--- config.mk ---
export PLATFORM = sky130hd
export DESIGN_NAME = pss_sequencer
export DESIGN_NICKNAME = d
export VERILOG_FILES = /design/src/common/pss_pkg.sv /design/src/design/pss_sequencer.sv /design/src/design/pss_stack_mem.sv
export SDC_FILE = /design/constraint.sdc
export NUM_CORES = 1
export LEC_CHECK = 0
export BUFFER_PORTS_ARGS = -buffer_cell sky130_fd_sc_hd__buf_2
export CORE_MARGIN = 10
export CORE_UTILIZATION = 60
export DETAILED_ROUTE_END_ITERATION = 16
export HOLD_SLACK_MARGIN = 0.05
export PLACE_DENSITY = 0.81
export SLEW_MARGIN = 10
export SYNTH_ARGS = -nofsm -noshare
export SYNTH_HDL_FRONTEND = slang
export SYNTH_SLANG_ARGS = --single-unit
export TNS_END_PERCENT = 10
--- constraint.sdc ---
create_clock -name core_clk_i -period 6.1 [get_ports core_clk_i]
set_clock_uncertainty 0.05 [all_clocks]
set_input_delay 1.22 -clock core_clk_i [delete_from_list [all_inputs] [get_ports core_clk_i]]
set_output_delay 1.22 -clock core_clk_i [all_outputs]
set_load 0.005 [all_outputs]
--- src/common/pss_pkg.sv ---
/*
 Shared constants and types of the program sequencer and return stack.
 Assumes one 50 MHz core clock and a core that reports control flow per cycle.
*/
package pss_pkg;
    // Clock and instruction cycle
    localparam int CLK_PERIOD_NS = 20;
    localparam int PHASES = 4;
    // Address space and stack shape
    localparam int PC_W = 11;
    localparam int PM_WORDS = 2048;
    localparam int STK_LEVELS = 6;
    localparam int STK_IDX_W = 3;
    localparam int STK_CNT_W = 3;
    localparam logic [PC_W-1:0] PC_RESET = 11'h000;
    localparam logic [PC_W-1:0] INT_VECTOR = 11'h004;
    // Register port
    localparam int REG_AW = 8;
    localparam logic [REG_AW-1:0] OFS_PC_LOW = 8'h00;
    localparam logic [REG_AW-1:0] OFS_SEQ_STATUS = 8'h01;
    localparam logic [7:0] PC_LOW_RESET = 8'h00;
    // Status register field positions
    localparam int ST_CNT_LSB = 0;
    localparam int ST_FULL_BIT = 3;
    localparam int ST_PEND_BIT = 4;
    localparam int ST_VALID_BIT = 5;

    typedef enum logic [1:0] {PH_T1, PH_T2, PH_T3, PH_T4} pss_phase_t;

    typedef enum logic [2:0] {
        OP_NONE, OP_JUMP, OP_CALL, OP_SUB_RET, OP_INT_RET, OP_SKIP
    } pss_op_t;

    // Control flow report of the executing instruction
    typedef struct packed {
        pss_op_t op;
        logic [PC_W-1:0] target;
    } pss_ctl_t;

    // Register port request
    typedef struct packed {
        logic [REG_AW-1:0] addr;
        logic [7:0] wdata;
        logic wr;
        logic rd;
    } pss_reg_req_t;
endpackage

--- src/design/pss_sequencer.sv ---
/*
 Program sequencer: phase generator, program counter, return stack control.
 Assumes the core reports ctl_i during phase T4 of the executing instruction,
 and that the interrupt request line is a level from outside this clock.
*/
//
// Contract
// - four phases make one instruction cycle
// - PC advances and fetches at phase one
// - phases two to four decode and execute
// - fetch overlaps previous instruction's execution
// - jump or call takes two cycles
// - PC increments after ordinary instructions
// - branches load destination into PC
// - taken skip discards prefetch, dummy cycle
// - low PC byte accessible, page-local jump
// - low byte write inserts dummy prefetch
// - stack hidden from software entirely; status register still shows its full flag
// - call and interrupt acknowledge push PC
// - returns pop stack into PC
// - reset points stack at top level
// - full stack holds interrupt until return
// - call on full stack overwrites oldest
// - six return address levels
// - reset starts execution at zero
// - PC spans 2K words
`timescale 1ns/1ns
`default_nettype none
module pss_sequencer
#(
    parameter int LEVELS = pss_pkg::STK_LEVELS
) (
    input wire logic core_clk_i,
    input wire logic nrst_i,
    input wire pss_pkg::pss_ctl_t ctl_i,
    input wire logic irq_i,
    input wire logic irq_en_i,
    input wire pss_pkg::pss_reg_req_t reg_i,
    output logic [7:0] reg_rdata_o,
    output logic [pss_pkg::PC_W-1:0] pm_addr_o,
    output logic pm_fetch_o,
    output logic [3:0] phase_o,
    output logic exec_valid_o,
    output logic int_ack_o,
    output logic stack_full_o
);
    import pss_pkg::*;

    ////////////////////////////////////////////////////////////////////////
    // Helpers

    function automatic logic [PC_W-1:0] pc_inc(input logic [PC_W-1:0] pc);
        pc_inc = pc + 11'h001; // wraps inside the 2K space
    endfunction

    function automatic logic [STK_IDX_W-1:0] idx_step(
        input logic [STK_IDX_W-1:0] idx, input logic up);
        idx_step = up ? ((idx == STK_IDX_W'(LEVELS - 1)) ? '0 : idx + 3'h1)
            : ((idx == '0) ? STK_IDX_W'(LEVELS - 1) : idx - 3'h1);
    endfunction

    ////////////////////////////////////////////////////////////////////////
    // Declarations

    pss_phase_t phase_q;
    logic [PC_W-1:0] pc_q;
    logic [PC_W-1:0] pc_d;
    logic exec_valid_q;
    logic flush_d;
    logic [STK_IDX_W-1:0] top_q;
    logic [STK_CNT_W-1:0] cnt_q;
    logic [PC_W-1:0] top_data;
    logic push_d, pop_d;
    logic irq_meta_q, irq_sync_q, irq_prev_q, irq_flag_q;
    logic pcl_pend_q;
    logic [7:0] pcl_data_q;
    logic boundary, take_int, stk_full, ack_d;

    assign boundary = (phase_q == PH_T4);
    assign stk_full = (cnt_q == STK_CNT_W'(LEVELS));
    // Interrupt only between ordinary instructions, never while full
    assign take_int = boundary && irq_flag_q && irq_en_i && !stk_full
        && exec_valid_q && (ctl_i.op == OP_NONE) && !pcl_pend_q;

    ////////////////////////////////////////////////////////////////////////
    // Phase generator

    // Free running INSTRUCTION_PHASE_CLOCKS, one lap is one instruction cycle
    always_ff @(posedge core_clk_i or negedge nrst_i)
    begin
        if (!nrst_i)
        begin
            phase_q <= PH_T1;
        end
        else
        begin
            case (phase_q)
                PH_T1: phase_q <= PH_T2;
                PH_T2: phase_q <= PH_T3;
                PH_T3: phase_q <= PH_T4;
                PH_T4: phase_q <= PH_T1;
                default: phase_q <= PH_T1;
            endcase
        end
    end

    // One-hot phase strobes and fetch pulse for the core and memory
    always_ff @(posedge core_clk_i or negedge nrst_i)
    begin
        if (!nrst_i)
        begin
            phase_o <= 4'h1;
            pm_fetch_o <= 1'b1;
        end
        else
        begin
            case (phase_q)
                PH_T1: phase_o <= 4'h2;
                PH_T2: phase_o <= 4'h4;
                PH_T3: phase_o <= 4'h8;
                PH_T4: phase_o <= 4'h1;
                default: phase_o <= 4'h1;
            endcase
            pm_fetch_o <= boundary;
        end
    end

    ////////////////////////////////////////////////////////////////////////
    // Next program counter at the cycle boundary

    // Priority: low byte write, interrupt, then the executing instruction
    always_comb
    begin
        pc_d = pc_inc(pc_q);
        flush_d = 1'b0;
        push_d = 1'b0;
        pop_d = 1'b0;
        ack_d = 1'b0;
        if (pcl_pend_q)
        begin
            pc_d = {pc_q[PC_W-1:8], pcl_data_q};
            flush_d = 1'b1;
        end
        else if (take_int)
        begin
            pc_d = INT_VECTOR;
            push_d = 1'b1;
            ack_d = 1'b1;
            flush_d = 1'b1;
        end
        else if (exec_valid_q)
        begin
            case (ctl_i.op)
                OP_JUMP:
                begin
                    pc_d = ctl_i.target;
                    flush_d = 1'b1;
                end
                OP_CALL:
                begin
                    pc_d = ctl_i.target;
                    push_d = 1'b1;
                    flush_d = 1'b1;
                end
                OP_SUB_RET, OP_INT_RET:
                begin
                    pc_d = top_data;
                    pop_d = 1'b1;
                    flush_d = 1'b1;
                end
                OP_SKIP: flush_d = 1'b1;
                default: flush_d = 1'b0;
            endcase
        end
    end

    // PC holds the fetch address; execution lags it by one cycle.
    // The memory address is a twin flop so the output comes from a register.
    always_ff @(posedge core_clk_i or negedge nrst_i)
    begin
        if (!nrst_i)
        begin
            pc_q <= PC_RESET;
            pm_addr_o <= PC_RESET;
        end
        else if (boundary)
        begin
            pc_q <= pc_d;
            pm_addr_o <= pc_d;
        end
    end

    // A flushed prefetch becomes a dummy cycle; first cycle after reset too
    always_ff @(posedge core_clk_i or negedge nrst_i)
    begin
        if (!nrst_i)
        begin
            exec_valid_q <= 1'b0;
            exec_valid_o <= 1'b0;
            int_ack_o <= 1'b0;
            stack_full_o <= 1'b0;
        end
        else
        begin
            if (boundary)
            begin
                exec_valid_q <= !flush_d;
                exec_valid_o <= !flush_d;
            end
            int_ack_o <= ack_d;
            stack_full_o <= stk_full;
        end
    end

    ////////////////////////////////////////////////////////////////////////
    // Return stack: ring of LEVELS entries, oldest lost on overflow

    // Pointer and fill count are internal only, no register reaches them
    always_ff @(posedge core_clk_i or negedge nrst_i)
    begin
        if (!nrst_i)
        begin
            top_q <= STK_IDX_W'(LEVELS - 1);
            cnt_q <= '0;
        end
        else if (boundary && push_d)
        begin
            top_q <= idx_step(top_q, 1'b1);
            cnt_q <= stk_full ? cnt_q : cnt_q + 3'h1;
        end
        else if (boundary && pop_d)
        begin
            top_q <= idx_step(top_q, 1'b0);
            cnt_q <= (cnt_q == '0) ? cnt_q : cnt_q - 3'h1;
        end
    end

    // Read port always shows the top entry, ready well before T4
    pss_stack_mem #(
        .WIDTH(PC_W),
        .DEPTH(LEVELS),
        .AW(STK_IDX_W)
    ) u_stack (
        .core_clk_i(core_clk_i),
        .nrst_i(nrst_i),
        .we_i(boundary && push_d),
        .waddr_i(idx_step(top_q, 1'b1)),
        .wdata_i(pc_q),
        .raddr_i(top_q),
        .rdata_o(top_data)
    );

    ////////////////////////////////////////////////////////////////////////
    // Interrupt request flag

    // Pin level passes two flops before the edge detector looks at it
    always_ff @(posedge core_clk_i or negedge nrst_i)
    begin
        if (!nrst_i)
        begin
            irq_meta_q <= 1'b0;
            irq_sync_q <= 1'b0;
            irq_prev_q <= 1'b0;
        end
        else
        begin
            irq_meta_q <= irq_i;
            irq_sync_q <= irq_meta_q;
            irq_prev_q <= irq_sync_q;
        end
    end

    // Flag is recorded even when full; a new edge wins over the ack clear
    always_ff @(posedge core_clk_i or negedge nrst_i)
    begin
        if (!nrst_i)
            irq_flag_q <= 1'b0;
        else if (irq_sync_q && !irq_prev_q)
            irq_flag_q <= 1'b1;
        else if (ack_d)
            irq_flag_q <= 1'b0;
    end

    ////////////////////////////////////////////////////////////////////////
    // Register port

    // Low byte write is held until the next boundary so it lands at T1
    always_ff @(posedge core_clk_i or negedge nrst_i)
    begin
        if (!nrst_i)
        begin
            pcl_pend_q <= 1'b0;
            pcl_data_q <= PC_LOW_RESET;
        end
        else if (reg_i.wr && reg_i.addr == OFS_PC_LOW)
        begin
            pcl_pend_q <= 1'b1;
            pcl_data_q <= reg_i.wdata;
        end
        else if (boundary)
        begin
            pcl_pend_q <= 1'b0;
        end
    end

    // Read data one cycle after the strobe, zero elsewhere
    always_ff @(posedge core_clk_i or negedge nrst_i)
    begin
        if (!nrst_i)
        begin
            reg_rdata_o <= '0;
        end
        else if (reg_i.rd && reg_i.addr == OFS_PC_LOW)
        begin
            reg_rdata_o <= pc_q[7:0];
        end
        else if (reg_i.rd && reg_i.addr == OFS_SEQ_STATUS)
        begin
            reg_rdata_o <= '0;
            reg_rdata_o[ST_FULL_BIT] <= stk_full;
            reg_rdata_o[ST_PEND_BIT] <= irq_flag_q;
            reg_rdata_o[ST_VALID_BIT] <= exec_valid_q;
        end
        else
        begin
            reg_rdata_o <= '0;
        end
    end
endmodule // pss_sequencer
`default_nettype wire

--- src/design/pss_stack_mem.sv ---
/*
 Small register memory holding the return addresses.
 Assumes one writer and one reader, both on the core clock.
*/
`timescale 1ns/1ns
`default_nettype none
module pss_stack_mem #(
    parameter int WIDTH = 11,
    parameter int DEPTH = 6,
    parameter int AW = 3
) (
    input wire logic core_clk_i,
    input wire logic nrst_i,
    input wire logic we_i,
    input wire logic [AW-1:0] waddr_i,
    input wire logic [WIDTH-1:0] wdata_i,
    input wire logic [AW-1:0] raddr_i,
    output logic [WIDTH-1:0] rdata_o
);
    logic [WIDTH-1:0] mem_q [DEPTH];

    // Storage; no reset needed, the pointer guards the contents
    always_ff @(posedge core_clk_i)
    begin
        if (we_i)
        begin
            mem_q[waddr_i] <= wdata_i;
        end
    end

    // Registered read port
    always_ff @(posedge core_clk_i or negedge nrst_i)
    begin
        if (!nrst_i)
        begin
            rdata_o <= '0;
        end
        else
        begin
            rdata_o <= mem_q[raddr_i];
        end
    end
endmodule // pss_stack_mem
`default_nettype wire

After elaboration in Yosys (flattened, before gate mapping)
Memory sizes are Yosys's and may differ from the RTL's. A register that Yosys moved wholly into a read port is not among the register bits.
Index checks and enable logic that the tools add are counted.
- register bits: 48
- RAM bits: 66
- input bits: 36
- output and inout bits: 27
- word-level logic and storage cells: 103
- memories kept: 1
- $add $sub $neg: 5
- eq/ne operators: 13
- muxes and demuxes: 36
- bitwise logic cells: 1
- reductions and logical operators: 30
- memory list (memory ; words ; width ; read ports ; clocked after memory_dff ; write ports ; RTL line ; source):
    u_stack.mem_q ; 6 ; 11 ; 1 ; 1 ; 1 ; pss_stack_mem.sv:20 ; logic [WIDTH-1:0] mem_q [DEPTH];
- operators with widths (kind ; number):
    3-bit two-way mux ; 8
    11-bit two-way mux ; 2
    11-bit one-hot mux with 2 select lines ; 1
    1-bit two-way mux ; 20
    8-bit two-way mux ; 2
    4-bit one-hot mux with 4 select lines ; 1
    3-bit == test (second input constant) ; 4
    1-bit logical AND ; 12
    11-bit by 1-bit adder with 11-bit output (second input constant) ; 1
    3-bit logical NOT ; 3
    8-bit by 1-bit == test with 1-bit output (second input constant) ; 1
    8-bit logical NOT ; 1
    2-bit one-hot mux with 4 select lines ; 1
    3-bit by 1-bit adder with 3-bit output (second input constant) ; 2
    3-bit by 2-bit == test with 1-bit output (second input constant) ; 2
    6-bit two-way mux ; 1
    2-bit nonzero test ; 3
    3-bit by 1-bit subtractor with 3-bit output (second input constant) ; 2
    1-bit logical NOT ; 5
    5-bit OR reduction ; 1
    2-bit == test (second input constant) ; 2
    2-bit OR reduction ; 2
    3-bit by 1-bit == test with 1-bit output (second input constant) ; 1
    3-bit AND reduction ; 1
    other kinds (6) ; 6

Longest topological paths before layout
Gate-level depths: netlist of the first run.
- depth in word-level cells: 12
- mapped depth: 9
- mapped depth without buffers: 9

Cells and area by module
Synthesis of the first run repeated with hierarchy kept, for this count alone.
- cells, all modules: 422
- area total of the unflattened synthesis: 5552.8 sq um
- by module, submodules not included (module ; instances ; cells an instance ; area an instance (sq um) ; sequential area each (sq um)):
    pss_stack_mem ; 1 ; 150 ; 2865.2 ; 2257.2
    pss_sequencer ; 1 ; 272 ; 2687.6 ; 1206.2

Worst setup path after synthesis of the first run
No wires, ideal clock.
- path kind: input to register
- from: input port ctl_i[12] (netlist name)
- to: memory u_stack.mem_q[2][0] (enable)
- library setup time: 0.378 ns
- data arrival time: 2.680 ns
- data required time: 5.672 ns
- slack: 2.991 ns
- stages: 6
- buffers on the path: 1
- cells stage by stage: buf_2 > and4b_1 > a21oi_2 > nor3_1 > nand2_1 > nor2_1
- cells in the longest elaborated chain, start to end: 8
- elaborated cells on any way between the ends: 11
- those cells by class: 1 x eq/ne; 6 x mux; 4 x reduce/logical
- RTL lines (element ; RTL line ; source):
    start: declaration ; pss_sequencer.sv:35 ; input wire pss_pkg::pss_ctl_t ctl_i,
    3-bit by 2-bit == test with 1-bit output or 3-bit logical NOT (tied branches) ; pss_sequencer.sv:153, pss_sequencer.sv:83 ;
    1-bit two-way mux or 1-bit logical AND (tied branches) ; pss_sequencer.sv:153, pss_sequencer.sv:83 ;
    1-bit two-way mux or 1-bit logical AND (tied branches) ; pss_sequencer.sv:151, pss_sequencer.sv:83 ;
    1-bit two-way mux * ; pss_sequencer.sv:144 ; else if (take_int)
    1-bit two-way mux * ; pss_sequencer.sv:139 ; if (pcl_pend_q)
    1-bit logical AND * ; pss_sequencer.sv:246 ; .we_i(boundary && push_d),
    1-bit two-way mux * ; pss_stack_mem.sv:25 ; if (we_i)
    1-bit two-way mux (implied by the code) * ; pss_stack_mem.sv:27 ; mem_q[waddr_i] <= wdata_i;
    end: declaration ; pss_stack_mem.sv:20 ;
Mark *: on every way between the ends. The rest lies on a longest branch, timed or not.

Final worst setup path of the first run
Same ends and word-level chain as after synthesis.

==> flow_summary.json, run 1 <==
{
  "synthArstFlopShare": 0.472,
  "crit_fanout": 27,
  "ios": 63,
  "port_buffers": 62,
  "max_freq_ghz": 0.303,
  "ys_seq_area_frac": 0.631,
  "cp-end-kind": "flip-flop",
  "p_leak_nw": 2.65,
  "start_util": 0.623,
  "ir_worst_vdd_mv": 0.260,
  "start_kind": "input port",
  "r2r_setup_slack_ps": 2840,
  "slowest_stage": "nor2_1",
  "grt_pass1_wl_um": 19900,
  "synthFlopType": "edfxtp_1",
  "critPathKind": "in2reg",
  "drv_slew": 0,
  "wl_um": 12200,
  "cts_tree": "built",
  "finalHoldViolations": 0,
  "min_path_type": "reg2reg",
  "r2r_start": "phase_q[0]",
  "post_cts_buffers": 0,
  "r2r-end": "u_stack.mem_q[2][0]",
  "reg2reg_depth": 6,
  "synth_edf_count": 66,
  "synthCells": 409,
  "syn_area_sq_mm": 0.00549,
  "avgSynthCellArea_sq_um": 13.4,
  "viasPerCell": 6.35,
  "routedWlPerCell_um": 20.8,
  "hold_end": "irq_sync_q",
  "finalCriticalPeriod_ps": 3300,
  "yosys_warnings": 0,
  "drc": 0,
  "clk_latency_ps": 520,
  "dieHeight_um": 116,
  "die_area_sq_mm": 0.0134,
  "die_w_um": 116,
  "rsz0062_at_grt": "false",
  "htree_levels": 4,
  "cts_sinks": 125,
  "max_slew_margin": 0.374,
  "synthesis.nets": 453,
  "final_nets": 509,
  "grt_pass1_vias": 3818,
  "cpLargestDelayFamily": "simple AND/OR/NAND/NOR gates",
  "cts_resized": 0,
  "clockBufferDepth": 2,
  "cap_violations": 0,
  "cts_buffers": 17,
  "finalSetupViolations": 0,
  "fin_crit_sh": 0.541,
  "worst_pin_slew_ps": 936,
  "fin_setup_tns_ps": 0,
  "cp.arrival_ps": 3390,
  "drt_iter0_drc": 386,
  "place_congestion": 0.857,
  "cp_num_buf_inv": 1,
  "path_clk_slew_ps": 60,
  "hold_buffers": 0,
  "grt-ovfl-total": 0,
  "cp_slowest_stage_delay_ps": 750,
  "ant_nets": 0,
  "crit_path_cell_trace": "buf_2 > and4b_1 > a21oi_2 > nor3_1 > nand2_1 > nor2_1",
  "cellPowerDensity_mw_per_mm2": 408,
  "grt_usage": 0.192,
  "synth-seq-cells": 125,
  "outcome": "finished clean",
  "place_hpwl_um": 8310,
  "core_area_sq_mm": 0.00881,
  "ys_types": 56,
  "rows": 34,
  "layout-drive-gt1-share": 0.257,
  "cp_data_required_time_ps": 6190,
  "n_antenna_cell": 0,
  "final_util": 0.726,
  "cts_root_buf": "clkbuf_8",
  "grt_max_degree": 60,
  "first_pass_iters": 5,
  "vias": 3722,
  "syn2layout_area_growth_pct": 16.5,
  "antenna_found_initial": 0,
  "min_path_cells": 0,
  "min_from": "irq_meta_q"
}
[metal layers]
layer  wire length (um)  GRT usage  vias to the layer above
met3                958     0.0398                       28
met2               6190      0.318                      187
met1               4880      0.244                     1834
met4                165     0.0759                        0
met5                  0          0                        -
li1                   -          -                     1673
[flip-flops by register name, indices dropped and copies added, names as in the netlist]
| signal | flops |
|---|---|
| reg_rdata_o | 8 |
| u_stack.rdata_o | 11 |
| irq_meta_q | 1 |
| int_ack_o | 1 |
| cnt_q | 3 |
| irq_sync_q | 1 |
| irq_flag_q | 1 |
| pm_fetch_o | 1 |
| pc_q | 11 |
| stack_full_o | 1 |
| phase_q | 2 |
| u_stack.mem_q | 66 |
| top_q | 3 |
| exec_valid_q | 1 |
| irq_prev_q | 1 |
| phase_o | 4 |
| pcl_pend_q | 1 |
| pcl_data_q | 8 |
[area by class of cell]
type                            count  area, sq um
Clock buffer                       17          414
Sequential cell                   125         3460
Clock inverter                     15          163
Inverter                           13         48.8
Timing Repair Buffer               63          318
Tap cell                          108          135
Multi-Input combinational cell    245         1850
Fill cell                         551         2410
[power breakdown]
part / internal, mW / total, mW / switching (mW)
combinational: 0.200 / 0.377 / 0.176
clock: 0.586 / 0.971 / 0.385
sequential: 1.04 / 1.26 / 0.222
[cell usage after synthesis (5+ instances only)]
master,count,area (sq um)
edfxtp_1,66,1980
dfrtp_1,55,1380
o21ai_0,31,155
nand2_1,29,109
nor2_1,18,67.6
mux2i_1,17,170
inv_1,13,48.8
clkbuf_1,12,45.0
buf_2,11,55.1
mux4_2,11,248
and3_1,9,56.3
ha_1,8,100
mux2_2,8,90.1
and2_1,7,43.8
o22ai_1,7,43.8
a31oi_1,6,37.5
nor2b_1,6,37.5
a211oi_1,5,37.5
a2bb2oi_1,5,43.8
o32ai_1,5,43.8
[worst max path at each step]
stage	startpoint	to	depth (start not counted)	slack, ps
2_1_floorplan	ctl_i[12]	u_stack.mem_q[2][0]	6	2990
6_report	ctl_i[12]	u_stack.mem_q[2][0]	6	2800
3_5_place_dp	ctl_i[12]	u_stack.mem_q[2][2]	6	2300
4_1_cts	ctl_i[12]	u_stack.mem_q[2][0]	6	2830
5_1_grt	ctl_i[12]	u_stack.mem_q[2][0]	6	2520
3_3_place_gp	ctl_i[12]	u_stack.mem_q[2][0]	6	2400
[kinds of logic after synthesis]
group / synth area share
buf+inv: 0.0312
mux: 0.0926
fa+ha+maj: 0.0182
simple gates: 0.0935
xor+xnor: 0.0112
flops: 0.631
compound gates: 0.122
[cell usage in the layout, fill, tap and decap left out, types with 5 or more instances in the layout]
cell        n
buf_2      62
mux2_2      8
and3_1      9
dfrtp_1    55
mux4_2     11
nor2b_1     6
nand2_1    29
and2_1      7
mux2i_1    17
edfxtp_1   66
inv_1      13
o22ai_1     7
o21ai_0    31
ha_1        8
a2bb2oi_1   5
a31oi_1     6
o32ai_1     5
nor2_1     18
a211oi_1    5
clkbuf_16  16
[stage by stage]
| step | hold WS, ps | area (sq um) | instances | power [mW] | setup slack [ps] |
|---|---|---|---|---|---|
| floorplan | 281 | 5490 | 409 | 1.47 | 2990 |
| global placement | 290 | 5820 | 554 | 1.62 | 2400 |
| detailed placement | 290 | 5820 | 554 | 1.65 | 2300 |
| CTS | 301 | 6390 | 586 | 2.62 | 2830 |
| global route | 309 | 6390 | 586 | 2.72 | 2520 |
| finish | 297 | 6390 | 586 | 2.61 | 2800 |
(Power assumes the default switching activity.)
==> inputs of run 2 (changes only) <==
Settings changed: CORE_UTILIZATION 60 to 58, PLACE_DENSITY 0.81 to 0.78.
Clock period 6.1 ns to 3.4 ns, I/O delays scaled along.
==> run 2 against run 1 <==
Effect of this change: final cell count is 4.4% higher; first-iteration DRC count is 14% lower; critical path depth is 3 higher; clock-buffer cell count stayed put; highest routed layer unchanged.
==> flow_summary.json, run 2 (synthesized netlist as in run 1, its figures left out) <==
{
  "outcome": "finished clean",
  "drt-met1-wl_um": 5230,
  "final_common_cell": "edfxtp_1",
  "grt_max_degree": 45,
  "grt_pass1_wl_um": 20400,
  "drc": 0,
  "cts_tree": "built",
  "fin_crit_sh": 0.885,
  "r2r_start": "phase_q[1]",
  "place_congestion": 0.863,
  "critPathLaunch": "phase_q[1]",
  "wl_met2_um": 6290,
  "first_pass_iters": 5,
  "die_w_um": 117,
  "htree_levels": 4,
  "final_nets": 514,
  "viasPerCell": 6.17,
  "start_kind": "flip-flop",
  "n_antenna_cell": 0,
  "rsz0062_at_grt": "false",
  "cts_buffers": 17,
  "top_register": "u_stack.mem_q",
  "cp_num_buf_inv": 0,
  "p_leak_nw": 2.66,
  "min_path_type": "in2reg",
  "ant_nets": 0,
  "dieHeight_um": 117,
  "finalHoldViolations": 0,
  "clockBufferDepth": 2,
  "final_cell_mix": "edfxtp_1, buf_2, dfrtp_1, o21ai_0, nand2_1",
  "ios": 63,
  "cellPowerDensity_mw_per_mm2": 721,
  "fillers": 612,
  "antenna_found_initial": 0,
  "drv_slew": 0,
  "cap_violations": 0,
  "grt-ovfl-total": 0,
  "cp_data_required_time_ps": 3780,
  "r2r-end": "cnt_q[2]",
  "syn2layout_area_growth_pct": 17.0,
  "rows": 35,
  "cpLargestDelayFamily": "adder cells",
  "reg2reg_depth": 9,
  "max_slew_margin": 0.341,
  "path_clk_slew_ps": 60,
  "max_freq_ghz": 0.332,
  "grt_pass1_vias": 3775,
  "slowest_stage": "ha_1",
  "highest_layer": "met4",
  "cp.depth": 9,
  "die_area_sq_mm": 0.0137,
  "reg.largest.list": "u_stack.mem_q x66, pc_q x11, u_stack.rdata_o x11",
  "core_area_sq_mm": 0.00924,
  "drt_iter0_drc": 332,
  "wl_um": 12800,
  "r2r_setup_slack_ps": 390,
  "cts_resized": 0,
  "place_hpwl_um": 8570,
  "cp.arrival_ps": 3390,
  "post_cts_buffers": 0,
  "worst_pin_slew_ps": 988,
  "grt_usage": 0.199,
  "total_power_mw": 4.63,
  "cts_sinks": 125,
  "routedWlPerCell_um": 20.9,
  "crit_fanout": 15,
  "fin_setup_tns_ps": 0,
  "ir_worst_vdd_mv": 0.421,
  "largest_register_ffs": 66,
  "cp_slowest_stage_delay_ps": 550,
  "clk_latency_ps": 520,
  "start_util": 0.594,
  "critPathKind": "reg2reg",
  "cp-end-kind": "flip-flop",
  "hold_buffers": 0,
  "port_buffers": 62,
  "finalSetupViolations": 0,
  "finalCriticalPeriod_ps": 3010,
  "layout-drive-gt1-share": 0.263,
  "met3WireLength_um": 1090,
  "cts_root_buf": "clkbuf_8",
  "crit_path_cell_trace": "ha_1 > and4b_1 > a21oi_2 > nor2_1 > xnor2_1 > ha_1 > o41ai_1 > o22ai_1 > a41oi_1",
  "vias": 3779,
  "critPathMostFrequentCell": "ha_1",
  "cp-endpoint": "cnt_q[2]"
}
[run 2: worst min-delay path by stage]
stage | to | cells past startpoint | start | slack [ps]
after detailed placement | irq_sync_q | 0 | irq_meta_q | 300
after global routing | irq_meta_q | 1 | irq_i | 200
after global placement | irq_sync_q | 0 | irq_meta_q | 310
after CTS | irq_meta_q | 1 | irq_i | 210
final | irq_meta_q | 1 | irq_i | 220
after floorplan | irq_sync_q | 0 | irq_meta_q | 280
[run 2: report_power, final]
| part | internal (mW) | switching [mW] |
|---|---|---|
| clock | 0.918 | 0.731 |
| combinational | 0.377 | 0.373 |
| sequential | 1.87 | 0.363 |
[run 2: per-stage QoR]
stage | worst slack, ps | instance area, sq um | hold WS [ps] | util | instances
2_1_floorplan | 831 | 5490 | 281 | - | 409
3_3_place_gp | 553 | 5880 | 309 | 0.636 | 580
3_5_place_dp | 483 | 5880 | 302 | 0.636 | 580
4_1_cts | 443 | 6420 | 208 | 0.695 | 612
5_1_grt | 131 | 6420 | 202 | 0.695 | 612
6_report | 392 | 6420 | 224 | 0.695 | 612
[run 2: final cells by class]
cell class / instances / area [sq um] / share of cell area
Sequential cell: 125 / 3460 / 0.539
Multi-Input combinational cell: 245 / 1850 / 0.288
Clock buffer: 17 / 414 / 0.0645
Timing Repair Buffer: 68 / 355 / 0.0553
Tap cell: 129 / 161 / 0.0251
Clock inverter: 15 / 126 / 0.0197
Inverter: 13 / 48.8 / 0.00760
[run 2: metal layers]
layer,GRT usage,vias up
met5,0,-
met4,0.0675,0
met3,0.0576,30
met2,0.313,180
met1,0.259,1878
li1,-,1691
==> inputs of run 3 (changes only) <==
Clock period 3.4 ns to 3 ns, I/O delays scaled along.
==> run 3 against run 2 <==
Effect of this change: first-iteration DRC count increased by 28%; combinational power increased by 12%; core utilization increased by 1.2 points; cell area increased by 1.7%; critical path depth unchanged; register-to-register slack improved by 180 ps; die area unchanged; wire length decreased by 5.0%; via count decreased by 1.4%; worst hold slack got worse by 68 ps; clock power increased by 19%; largest power group unchanged.
==> flow_summary.json, run 3 (synthesized netlist as in run 1, its figures left out) <==
{
  "final_cell_mix": "edfxtp_1, buf_2, dfrtp_1, o21ai_0, nand2_1",
  "hold-worst-slack_ps": 156,
  "finalCriticalPeriod_ps": 2420,
  "critPathKind": "reg2reg",
  "grt-ovfl-total": 0,
  "final_common_cell": "edfxtp_1",
  "min_from": "irq_i",
  "ir_worst_vdd_mv": 0.520,
  "core_area_sq_mm": 0.00924,
  "antenna_found_initial": 0,
  "cp.arrival_ps": 2800,
  "die_area_sq_mm": 0.0137,
  "grt_pass1_vias": 3706,
  "cellPowerDensity_mw_per_mm2": 815,
  "cap_violations": 0,
  "vias": 3726,
  "cp-end-kind": "flip-flop",
  "place_hpwl_um": 8580,
  "drt_iter0_drc": 424,
  "reg.largest.list": "u_stack.mem_q x66, pc_q x11, u_stack.rdata_o x11",
  "fin_setup_tns_ps": 0,
  "wl_um": 12100,
  "start_util": 0.594,
  "min_path_type": "in2reg",
  "die_w_um": 117,
  "grt_pass1_wl_um": 19400,
  "fillers": 624,
  "ios": 63,
  "cts_sinks": 125,
  "cts_tree": "built",
  "syn2layout_area_growth_pct": 19.1,
  "first_pass_iters": 6,
  "finalSetupViolations": 0,
  "finalHoldViolations": 0,
  "drv_slew": 0,
  "viasPerCell": 6.00,
  "start_kind": "flip-flop",
  "worst_slack_ps": 576,
  "port_buffers": 62,
  "pre_cts_slack_ps": 431,
  "clockBufferDepth": 2,
  "grt_usage": 0.186,
  "outcome": "finished clean",
  "p_leak_nw": 2.73,
  "n_antenna_cell": 0,
  "max_freq_ghz": 0.413,
  "routedWlPerCell_um": 19.6,
  "layout-drive-gt1-share": 0.276,
  "htree_levels": 4,
  "path_clk_slew_ps": 60,
  "grt_max_degree": 27,
  "r2r_start": "phase_q[0]",
  "cp_data_required_time_ps": 3370,
  "clk_latency_ps": 510,
  "critPathLaunch": "phase_q[0]",
  "dieHeight_um": 117,
  "top_register": "u_stack.mem_q",
  "largest_register_ffs": 66,
  "rows": 35,
  "cts_buffers": 17,
  "fin_crit_sh": 0.808,
  "cts_root_buf": "clkbuf_8",
  "drc": 0,
  "ant_nets": 0,
  "crit_fanout": 6,
  "rsz0062_at_grt": "false",
  "max_slew_margin": 0.519,
  "place_congestion": 0.821,
  "final_nets": 523,
  "worst_pin_slew_ps": 721
}
run 3: area by class of cell:
| cell class | count | area (sq um) | share of cell area |
|---|---|---|---|
| sequential | 125 | 3460 | 0.530 |
| multi-input combinational | 245 | 1850 | 0.283 |
| clock inverter | 15 | 168 | 0.0257 |
| clock buffer | 17 | 414 | 0.0634 |
| inverter | 13 | 48.8 | 0.00747 |
| tap | 129 | 161 | 0.0247 |
| timing repair buffer | 77 | 425 | 0.0651 |
run 3: worst max-delay path, cell delays in order, from the launching register on:
cell and delay [ps]:
dfrtp_1 410, ha_1 260, and4b_1 240, a21oi_2 260, nor2_1 100, xnor2_1 140, ha_1 240, o41ai_1 350
o22ai_1 120, a41oi_1 170
run 3: repair_timing:
item / in CTS / in global routing
resized for setup: 0 / 0
hold buffers: 1 / 0
hold endpoints to repair: 15 / 0
setup endpoints to repair: 0 / 0
setup buffers: 0 / 0
run 3: through the flow:
stage                     instance area, sq um  utilization  power, mW  std cells
after floorplan                           5490            -       3.00        409
after global placement                    5940        0.643       3.34        588
after detailed placement                  5940        0.643       3.37        588
after CTS                                 6530        0.707       5.36        621
after global routing                      6530        0.707       5.57        621
final                                     6530        0.707       5.33        621
run 3: worst paths after layout:
kind | to | slack (ps) | cells past startpoint
setup / recovery | cnt_q[2] | 580 | 9
hold / removal | irq_meta_q | 160 | 1
setup reg to reg | cnt_q[2] | 580 | 9
max in group asynchronous | pcl_pend_q | 1710 | 3
hold reg to reg | irq_sync_q | 300 | 0
min in group asynchronous | cnt_q[2] | 510 | 2
run 3: power by group:
part           leakage, nW  internal (mW)  switching (mW)  total (mW)
logic                 1.13          0.427           0.414       0.841
registers             1.32           2.11           0.397        2.51
clock network        0.281           1.14           0.830        1.97
run 3: metal layers:
metal	GRT usage	wire length (um)	vias up
li1	-	-	1702
met1	0.231	5140	1860
met2	0.303	6090	146
met3	0.0601	764	18
met4	0.0568	150	0
met5	0	0	-
